$ cat config.mk
export PLATFORM = sky130hd
export DESIGN_NAME = hpb_port
export DESIGN_NICKNAME = d
export VERILOG_FILES = /design/src/design/hpb_pkg.sv /design/src/design/hpb_sync.sv /design/src/design/hpb_port.sv
export SDC_FILE = /design/constraint.sdc
export NUM_CORES = 1
export LEC_CHECK = 0
export BUFFER_PORTS_ARGS = -buffer_cell sky130_fd_sc_hd__buf_2
export CAP_MARGIN = 20
export CORE_UTILIZATION = 55
export DETAILED_ROUTE_END_ITERATION = 12
export PLACE_DENSITY_LB_ADDON = 0.12
export SYNTH_ARGS = -nofsm -noshare
export SYNTH_HDL_FRONTEND = slang
export SYNTH_HIERARCHICAL = 1
export SYNTH_SLANG_ARGS = --single-unit
$ cat constraint.sdc
create_clock -name clk -period 1.64 [get_ports clk]
set_clock_uncertainty 0.05 [all_clocks]
set_input_delay 0 -clock clk [delete_from_list [all_inputs] [get_ports clk]]
set_output_delay 0 -clock clk [all_outputs]
set_load 0.005 [all_outputs]
$ cat src/design/hpb_pkg.sv
`default_nettype none

package hpb_pkg;

    // ----------------------------------------
    // Bus geometry
    // ----------------------------------------
    localparam int HPB_AW = 12;
    localparam int HPB_DW = 16;
    localparam int HPB_IRQ_W = 8;

    // ----------------------------------------
    // Synchroniser and reset values
    // ----------------------------------------
    localparam int HPB_SYNC_STAGES = 3;
    localparam logic [2:0] HPB_SYNC_RST = 3'h7;
    localparam logic [HPB_DW-1:0] HPB_DATA_RST = 16'h0000;

    // ----------------------------------------
    // Strobe style and access states
    // ----------------------------------------
    typedef enum logic {
        HPB_STYLE_DIR = 1'b0,
        HPB_STYLE_SEP = 1'b1
    } hpb_style_e;

    typedef enum logic [2:0] {
        HPB_ST_IDLE  = 3'b001,
        HPB_ST_READ  = 3'b010,
        HPB_ST_WRITE = 3'b100
    } hpb_state_e;

endpackage : hpb_pkg

`default_nettype wire

$ cat src/design/hpb_sync.sv
`default_nettype none

// Three-stage pin synchroniser; a change is accepted once stages two and three agree.
module hpb_sync #(
    parameter int W = 1,
    parameter logic [W-1:0] RST_VAL = '0
) (
    input wire logic clk,
    input wire logic sys_rst,
    input wire logic [W-1:0] pin_in,
    output var logic [W-1:0] sync_out
);
    logic [W-1:0] s1_q;
    logic [W-1:0] s2_q;
    logic [W-1:0] s3_q;
    logic [W-1:0] out_d;

    genvar g;
    generate
        for (g = 0; g < W; g++) begin : g_bit
            assign out_d[g] = (s2_q[g] == s3_q[g]) ? s3_q[g] : sync_out[g];
        end
    endgenerate

    always_ff @(posedge clk) begin
        if (sys_rst) begin
            s1_q <= RST_VAL;
            s2_q <= RST_VAL;
            s3_q <= RST_VAL;
            sync_out <= RST_VAL;
        end else begin
            s1_q <= pin_in;
            s2_q <= s1_q;
            s3_q <= s2_q;
            sync_out <= out_d;
        end
    end
endmodule // hpb_sync

`default_nettype wire

$ cat src/design/hpb_port.sv
`default_nettype none

// Overview of operation
// - Chip select high: ignore all bus signals
// - Direction line low writes, high reads
// - Separate style: capture data during write low
// - Separate style: drive data while read low
// - Pull interrupt low while any condition pending
// - Decode all twelve address bits
// - Drive data bus only during reads
module hpb_port #(
    parameter int AW = hpb_pkg::HPB_AW,
    parameter int DW = hpb_pkg::HPB_DW,
    parameter int IW = hpb_pkg::HPB_IRQ_W
) (
    input wire logic clk,
    input wire logic sys_rst,
    input wire logic style_sep,
    input wire logic host_cs_n,
    input wire logic host_rw_wr_n,
    input wire logic host_oe_rd_n,
    input wire logic [AW-1:0] host_addr,
    input wire logic [DW-1:0] host_data_in,
    output logic [DW-1:0] host_data_out,
    output logic host_data_oe_n,
    output logic host_irq_out,
    output logic host_irq_oe_n,
    input wire logic [IW-1:0] irq_pending,
    output logic [AW-1:0] loc_addr,
    output logic loc_wr,
    output logic [DW-1:0] loc_wdata,
    output logic loc_rd,
    input wire logic [DW-1:0] loc_rdata
);
    import hpb_pkg::*;

    // ----------------------------------------
    // Pin synchronisers
    // ----------------------------------------
    // Address and data pass the same three stages as the strobes, so all of them
    // reach the access logic on the same edge and a strobe never outruns its data.
    logic [2:0] ctl_s;
    logic [AW-1:0] addr_s;
    logic [DW-1:0] data_s;

    hpb_sync #(.W(3), .RST_VAL(HPB_SYNC_RST)) u_sync_ctl (
        .clk(clk),
        .sys_rst(sys_rst),
        .pin_in({host_cs_n, host_rw_wr_n, host_oe_rd_n}),
        .sync_out(ctl_s)
    );

    hpb_sync #(.W(AW), .RST_VAL('0)) u_sync_addr (
        .clk(clk),
        .sys_rst(sys_rst),
        .pin_in(host_addr),
        .sync_out(addr_s)
    );

    hpb_sync #(.W(DW), .RST_VAL('0)) u_sync_data (
        .clk(clk),
        .sys_rst(sys_rst),
        .pin_in(host_data_in),
        .sync_out(data_s)
    );

    // ----------------------------------------
    // Style latch and strobe decode
    // ----------------------------------------
    // The style is taken once after reset; later changes of the strap are ignored.
    logic style_q;
    logic style_taken_q;
    logic sel_w;
    logic rd_req_w;
    logic wr_req_w;

    always_ff @(posedge clk) begin
        if (sys_rst) begin
            style_q <= 1'b0;
            style_taken_q <= 1'b0;
        end else if (!style_taken_q) begin
            style_q <= style_sep;
            style_taken_q <= 1'b1;
        end
    end

    assign sel_w = style_taken_q && !ctl_s[2];
    // Direction style: the output-enable pin is tied low by the host and not consulted.
    assign rd_req_w = sel_w && (style_q ? !ctl_s[0] : ctl_s[1]);
    assign wr_req_w = sel_w && (style_q ? !ctl_s[1] : !ctl_s[1]);

    // ----------------------------------------
    // Access state machine
    // ----------------------------------------
    hpb_state_e state_q;
    hpb_state_e state_d;

    // Write wins when both strobes are low at once; a read would otherwise
    // return data that the write is about to change.
    always_comb begin
        state_d = state_q;
        case (state_q)
            HPB_ST_IDLE: begin
                if (wr_req_w) begin
                    state_d = HPB_ST_WRITE;
                end else if (rd_req_w) begin
                    state_d = HPB_ST_READ;
                end
            end
            HPB_ST_READ: begin
                if (!rd_req_w) begin
                    state_d = HPB_ST_IDLE;
                end
            end
            HPB_ST_WRITE: begin
                if (!wr_req_w) begin
                    state_d = HPB_ST_IDLE;
                end
            end
            default: begin
                state_d = HPB_ST_IDLE;
            end
        endcase
    end

    wire rd_start_w = (state_q == HPB_ST_IDLE) && (state_d == HPB_ST_READ);
    // The write is issued once the low phase ends, with data from its last low sample, so the host's late data is caught.
    wire wr_end_w = (state_q == HPB_ST_WRITE) && !wr_req_w;
    wire in_read_w = (state_q == HPB_ST_READ) && rd_req_w;
    wire irq_any_w = |irq_pending;

    // ----------------------------------------
    // Next-value selection
    // ----------------------------------------
    // The address is taken once, as an access opens, so a host that moves the
    // address bus late in its strobe cannot redirect a transfer half way.
    logic addr_take_w;
    logic wdata_take_w;
    logic [AW-1:0] loc_addr_d;
    logic [DW-1:0] loc_wdata_d;
    logic [DW-1:0] host_data_out_d;
    logic host_data_oe_n_d;
    logic host_irq_oe_n_d;

    assign addr_take_w = rd_start_w || ((state_q == HPB_ST_IDLE) && wr_req_w);
    // Write data is refreshed only while the strobe still holds: the sample that
    // shows the strobe released may already carry the host's next bus value.
    assign wdata_take_w = (state_q == HPB_ST_WRITE) && wr_req_w;
    assign loc_addr_d = addr_take_w ? addr_s : loc_addr;
    assign loc_wdata_d = wdata_take_w ? data_s : loc_wdata;
    assign host_data_out_d = in_read_w ? loc_rdata : host_data_out;
    assign host_data_oe_n_d = !in_read_w;
    assign host_irq_oe_n_d = !irq_any_w;

    // ----------------------------------------
    // Access state register
    // ----------------------------------------
    always_ff @(posedge clk) begin
        if (sys_rst) begin
            state_q <= HPB_ST_IDLE;
        end else begin
            state_q <= state_d;
        end
    end

    // ----------------------------------------
    // Internal access strobes
    // ----------------------------------------
    // Each strobe is a single-cycle pulse, so the internal side never sees one
    // host access twice however long the host holds its strobe.
    always_ff @(posedge clk) begin
        if (sys_rst) begin
            loc_wr <= 1'b0;
            loc_rd <= 1'b0;
        end else begin
            loc_wr <= wr_end_w;
            loc_rd <= rd_start_w;
        end
    end

    // ----------------------------------------
    // Internal address and write data
    // ----------------------------------------
    always_ff @(posedge clk) begin
        if (sys_rst) begin
            loc_addr <= '0;
            loc_wdata <= HPB_DATA_RST;
        end else begin
            loc_addr <= loc_addr_d;
            loc_wdata <= loc_wdata_d;
        end
    end

    // ----------------------------------------
    // Host data bus driver
    // ----------------------------------------
    // The enable is a flop of its own so the bus is released on a clean edge;
    // the cost is one more cycle before the bus is let go after a read.
    always_ff @(posedge clk) begin
        if (sys_rst) begin
            host_data_out <= HPB_DATA_RST;
            host_data_oe_n <= 1'b1;
        end else begin
            host_data_out <= host_data_out_d;
            host_data_oe_n <= host_data_oe_n_d;
        end
    end

    // ----------------------------------------
    // Interrupt line
    // ----------------------------------------
    // The line is open drain: the value is always low and only the enable moves.
    always_ff @(posedge clk) begin
        if (sys_rst) begin
            host_irq_out <= 1'b0;
            host_irq_oe_n <= 1'b1;
        end else begin
            host_irq_out <= 1'b0;
            host_irq_oe_n <= host_irq_oe_n_d;
        end
    end
endmodule // hpb_port

`default_nettype wire

; ---- Word-level counts from Yosys, hierarchy flattened
; Index checks and enable logic that the tools add are counted.
[word_totals]
out_inout_bits = 49
reg_bits = 177
[op_classes]
n_eq_ne = 35
reduce_logical = 16
mux = 7
[ops]
columns = operator, count
row1 = $eq A1 B1 Y1, 31
row2 = $mux W3, 4
row3 = $pmux W3 S3, 1
row4 = $logic_and A1 B1 Y1, 8
row5 = $reduce_or A8 Y1, 1
row6 = $eq A3 B2 Y1 const B, 2
row7 = $logic_not A1 Y1, 6
row8 = $eq A3 B1 Y1 const B, 1
row9 = $eq A3 B3 Y1 const B, 1
row10 = $mux W1, 2
row11 = $logic_or A1 B1 Y1, 1

; ---- Depth between registers and ports, before layout
[depth]
ltp_word = 9
ltp_mapped = 6

; ---- Hierarchy
; Netlist, hierarchy kept.
[modules_own_cells]
columns = mod, cells_each, instances, area_per_inst_um2
row1 = hpb_port, 241, 1, 2199.6
row2 = hpb_sync at u_sync_data, 167, 1, 2050.7
row3 = hpb_sync at u_sync_addr, 125, 1, 1420.1
row4 = hpb_sync at u_sync_ctl, 31, 1, 356.6

; ---- Least setup slack after synthesis
; OpenSTA, ideal clock, no wires.
[synth_path]
path_kind = flip-flop to flip-flop
startpoint = register state_q[1]
endpoint = register loc_wdata[7]
n_path_buf = 2
path_stages_with_launch = 6
setup_slack_ns = 0.212
setup_ns = 0.132
required_time_ns = 1.458
arrival_ns = 1.246
period_less_slack_ns = 1.428
cell_sequence = dfxtp_1 buf_2 or3b_1 clkbuf_1 o21ai_0 a21oi_1
[synth_via]
elab_chain_cells = 2
[synth_rtl]
columns = element, line
row1 = start: declaration, hpb_port.sv:95  ; hpb_state_e state_q;
row2 = start signal: assignment, hpb_port.sv:162  ; state_q <= state_d;
row3 = $eq A3 B3 Y1, hpb_port.sv:148  ; assign wdata_take_w = (state_q == HPB_ST_WRITE) && wr_req_w;
row4 = $logic_and A1 B1 Y1, hpb_port.sv:148
row5 = end signal: assignment, hpb_port.sv:190  ; loc_wdata <= loc_wdata_d;
row6 = end: declaration, hpb_port.sv:31  ; output logic [DW-1:0] loc_wdata,
; Every way passes these cells.
; A chain may end at the register's enable or synchronous reset.

; ---- Worst setup path in the final report
[layout_path]
startpoint = register state_q[1]
endpoint = register host_data_out[10]
[layout_via]
elab_chain_cells = 2
[layout_rtl]
columns = element, line
row1 = $eq A3 B2 Y1, hpb_port.sv:129  ; wire in_read_w = (state_q == HPB_ST_READ) && rd_req_w;
row2 = $logic_and A1 B1 Y1, hpb_port.sv:129
row3 = end signal: assignment, hpb_port.sv:204  ; host_data_out <= host_data_out_d;
row4 = end: declaration, hpb_port.sv:24  ; output logic [DW-1:0] host_data_out,
; Every way passes these cells.

==> results.md <==
- The run finished with clean final reports.
- The cell leakage power is 3.04 nW.
- For this configuration, the core starts out at a cell density of 0.576.
- For this design the top-level I/O count stands at 107.
- The slowest stage of the critical path belongs to the cell dfxtp_1.
- The detail-routed net length per standard cell is 12.9 µm.
- For this block, the routed nets add up to 11.2 mm of wire.
- Using the TritonRoute via totals, the vias-per-cell ratio works out to 4.93.
- The vertical die dimension is 107 µm.
- At the end of routability-driven placement, the weighted congestion stood at 0.767.
- The first routing iteration left 170 violations.
- Across every metal layer, demand over resource in global routing totals 0.203.
- By instance count, the leading cell after synthesis is dfxtp_1.
- The share of synthesized area in the top cell type comes to 0.588.
- Summed over all failing endpoints, the final setup total negative slack is 0 ns.
- The mean post-synth cell area is 10.7 µm².
- Traced cell by cell, the critical path runs through nor2b_1, and4b_1, buf_12, mux2i_1.
- Entering global routing, the biggest net connects 76 pins.
- The number of nets produced by synthesis is 622.
- The fmax is 661 MHz.
- Setup repair after global routing left no endpoint under its margin.
- The quantity of I/O buffers inserted on ports is 105.
- In this run, synthesis inferred 0 flip-flops with an integrated enable.
- The end-of-flow core utilization is 0.740.
- The buffer depth of the longest clock path is 2.
- The number of endpoints with negative hold slack in the final report is 0.
- The floorplan step set the die width to 107 µm.
- The final clock period utilization by the worst path is 0.922.
- The count of final max-slew check failures is 0.
- The synthesized netlist contains 35 unique library cells.
- In this run the remaining antenna-violating nets after routing total 0.
- The clock tree from TritonCTS is built.
- Ranked by instance count, the synthesized netlist is headed by 177 x dfxtp_1, 64 x nand2_1, 54 x nor2b_2.
- In this run the worst hold path is classified as in2reg.
- The tree is rooted in a clkbuf_8.
- The number of antenna violations at the first check in global routing is 0.
- The number of remaining DRC errors is 0.
- Power spread over the standard cell area amounts to 1130 nW/µm².
- The number of global-route vias before repair is 4008.
- The number of placement rows is 37.
- The total of endpoints with negative setup slack in the final report is 0.
- For this run, the leading register cell type out of synthesis is dfxtp_1.
- The synthesized design spends more area on one cell type than any other, namely dfxtp_1.
- In this run the cell area of the synthesized design comes to 6030 µm².
- The number of setup buffers added after CTS is 0.
- The count of max-cap constraint violations is 0.
- The die footprint is 11400 µm².
- The data arrival time at the worst-slack endpoint is 1.91 ns.
- Along the worst path, the maximum fanout reaches 18.
- The floorplan step defined a core boundary enclosing 10500 µm².
- The worst IR drop on VDD is 692 µV.
- The number of antenna repair diodes is 0.
- The endpoint class of the critical path is a register.
- Synthesis inferred 177 register bits.
- The clock-pin slew of the registers on the worst-case setup and hold paths is 0.07 ns.
- The largest incremental delay on the critical path is 0.49 ns.
- The routed layout has 4287 vias.
- The element type at the critical path start is a register.
- The number of levels the H-tree was split into is 4.
- The setup path with the least slack is of type reg2reg.
- For this run, the post-layout net count is 779.
- During synthesis, Yosys emitted a total of 6 warnings.
- The fraction of synthesis flops using an asynchronous set or reset pin is 0.
- By area the synthesized netlist is led by dfxtp_1 59%, nor2b_2 7.8%, nand2_1 4.0%.
- The register area share after synthesis is 0.588.
- The estimated wirelength of the detail-placed design is 6.83 mm.
- The count of clock tree sinks is 177.
- The leftover overflow at the end of global routing is 0.
- Clock tree synthesis inserted a total of 17 buffers.
- The first-pass iteration count of the detailed router is 4.
- The share of post-route cells with drive strength above 1 is 0.315.
- The post-layout minimum cycle time is 1.51 ns.
- The clock latency reported for the late side of the worst-skew pair is 0.53 ns.
- The layout overhead on the synthesized area is 28.4%.
- The wire length of the first global-routing pass is 17.8 mm.
- The critical path required time is 2.04 ns.
- Synthesis produced 564 cells.
-- worst paths after layout --
check	from	to	slack, ns	cells after the start
worst max register to register	state_q[1]	host_data_out[10]	0.13	4
worst min register to register	u_sync_ctl/s1_q[1]	u_sync_ctl/s2_q[1]	0.36	1
worst min-delay path	host_data_in[9]	u_sync_data/s1_q[9]	0.15	3
worst max-delay path	state_q[1]	host_data_out[10]	0.13	4
-- cell usage in the layout (no fill, tap or decap), types with 2 or more instances in the layout --
cell type / instances
a21oi_1: 32
a21oi_2: 16
a311oi_1: 12
a31o_2: 12
buf_12: 2
buf_2: 104
buf_4: 8
bufinv_16: 3
clkbuf_1: 3
clkbuf_16: 16
clkbuf_8: 2
clkinv_2: 5
clkinvlp_4: 3
dfxtp_1: 177
dlygate4sd3_1: 59
inv_1: 13
mux2i_1: 17
nand2_1: 64
nand3_1: 17
nor2_1: 5
nor2b_1: 32
nor2b_2: 54
nor3b_2: 2
nor4_1: 4
o21ai_0: 45
o21bai_1: 3
or2_1: 9
or3b_4: 2
or4_1: 2
-- state kept, by name (all words and copies together) (netlist names), 3 cells and up --
register / count
u_sync_ctl/s1_q: 3
loc_wdata: 16
u_sync_data/sync_out: 16
loc_addr: 12
u_sync_addr/s2_q: 12
u_sync_addr/s1_q: 12
u_sync_data/s1_q: 16
u_sync_data/s2_q: 16
u_sync_addr/sync_out: 12
u_sync_ctl/sync_out: 3
u_sync_ctl/s2_q: 3
state_q: 3
u_sync_data/s3_q: 16
host_data_out: 16
u_sync_addr/s3_q: 12
u_sync_ctl/s3_q: 3
-- power breakdown --
| part | total, W | leakage (nW) | internal, W | switching (W) |
|---|---|---|---|---|
| logic | 0.000385 | 1.32 | 0.000227 | 0.000157 |
| registers | 0.00443 | 1.44 | 0.00440 | 0.0000360 |
| clock network | 0.00390 | 0.277 | 0.00235 | 0.00155 |
| total | 0.00872 | 3.04 | 0.00697 | 0.00175 |
-- layer usage --
metal	wire [µm]	global-route usage	up-vias	part of all wire
li1	-	-	2203	-
met1	5080	0.240	1963	0.45
met4	100	0.0714	0	0.0089
met2	5390	0.341	113	0.48
met3	664	0.0705	8	0.059
met5	0	0	-	0
-- logic make-up after synthesis --
| family | Yosys count | synth area share |
|---|---|---|
| DFF | 177 | 0.588 |
| and+or+nand+nor | 197 | 0.201 |
| buffers and inverters | 49 | 0.0519 |
| other | 1 | 0.000622 |
| xor gates and xnor gates | 1 | 0.00145 |
| muxes | 17 | 0.0282 |
| AOI/OAI and AO/OA | 122 | 0.129 |
-- stage by stage --
step	total power [W]	setup WS (ns)	std cells	hold WS (ns)	cell area [µm²]
floorplan	0.00472	0.212	564	0.0471	6030
global placement	0.00479	0.177	779	0.132	6570
detailed placement	0.00481	0.0536	779	0.133	6570
CTS	0.00880	0.0511	870	0.135	7730
global route	0.00905	0.0330	870	0.139	7740
finish	0.00872	0.128	870	0.155	7740
-- area by class of cell --
class | count | area (µm²)
Clock inverter | 11 | 138
Timing Repair Buffer | 174 | 1220
Clock buffer | 21 | 439
Tap cell | 136 | 170
Fill cell | 748 | 2730
Sequential cell | 177 | 3540
Inverter | 13 | 48.8
Multi-Input combinational cell | 338 | 2180
-- timing repair --
| item | in CTS | in global routing |
|---|---|---|
| endpoints found under the hold margin | 84 | 0 |
| endpoints found under the setup margin | 0 | 3 |
| hold buffers | 59 | 0 |
| gates resized for setup | 0 | 2 |
-- worst max-delay path, delay by kind of cell (launching register included) --
family	cells	cell delay [ns]
simple gates	2	0.48
mux	1	0.22
buf+inv	1	0.19
flops	1	0.49
Note: power is estimated with default switching activity, not from simulation.
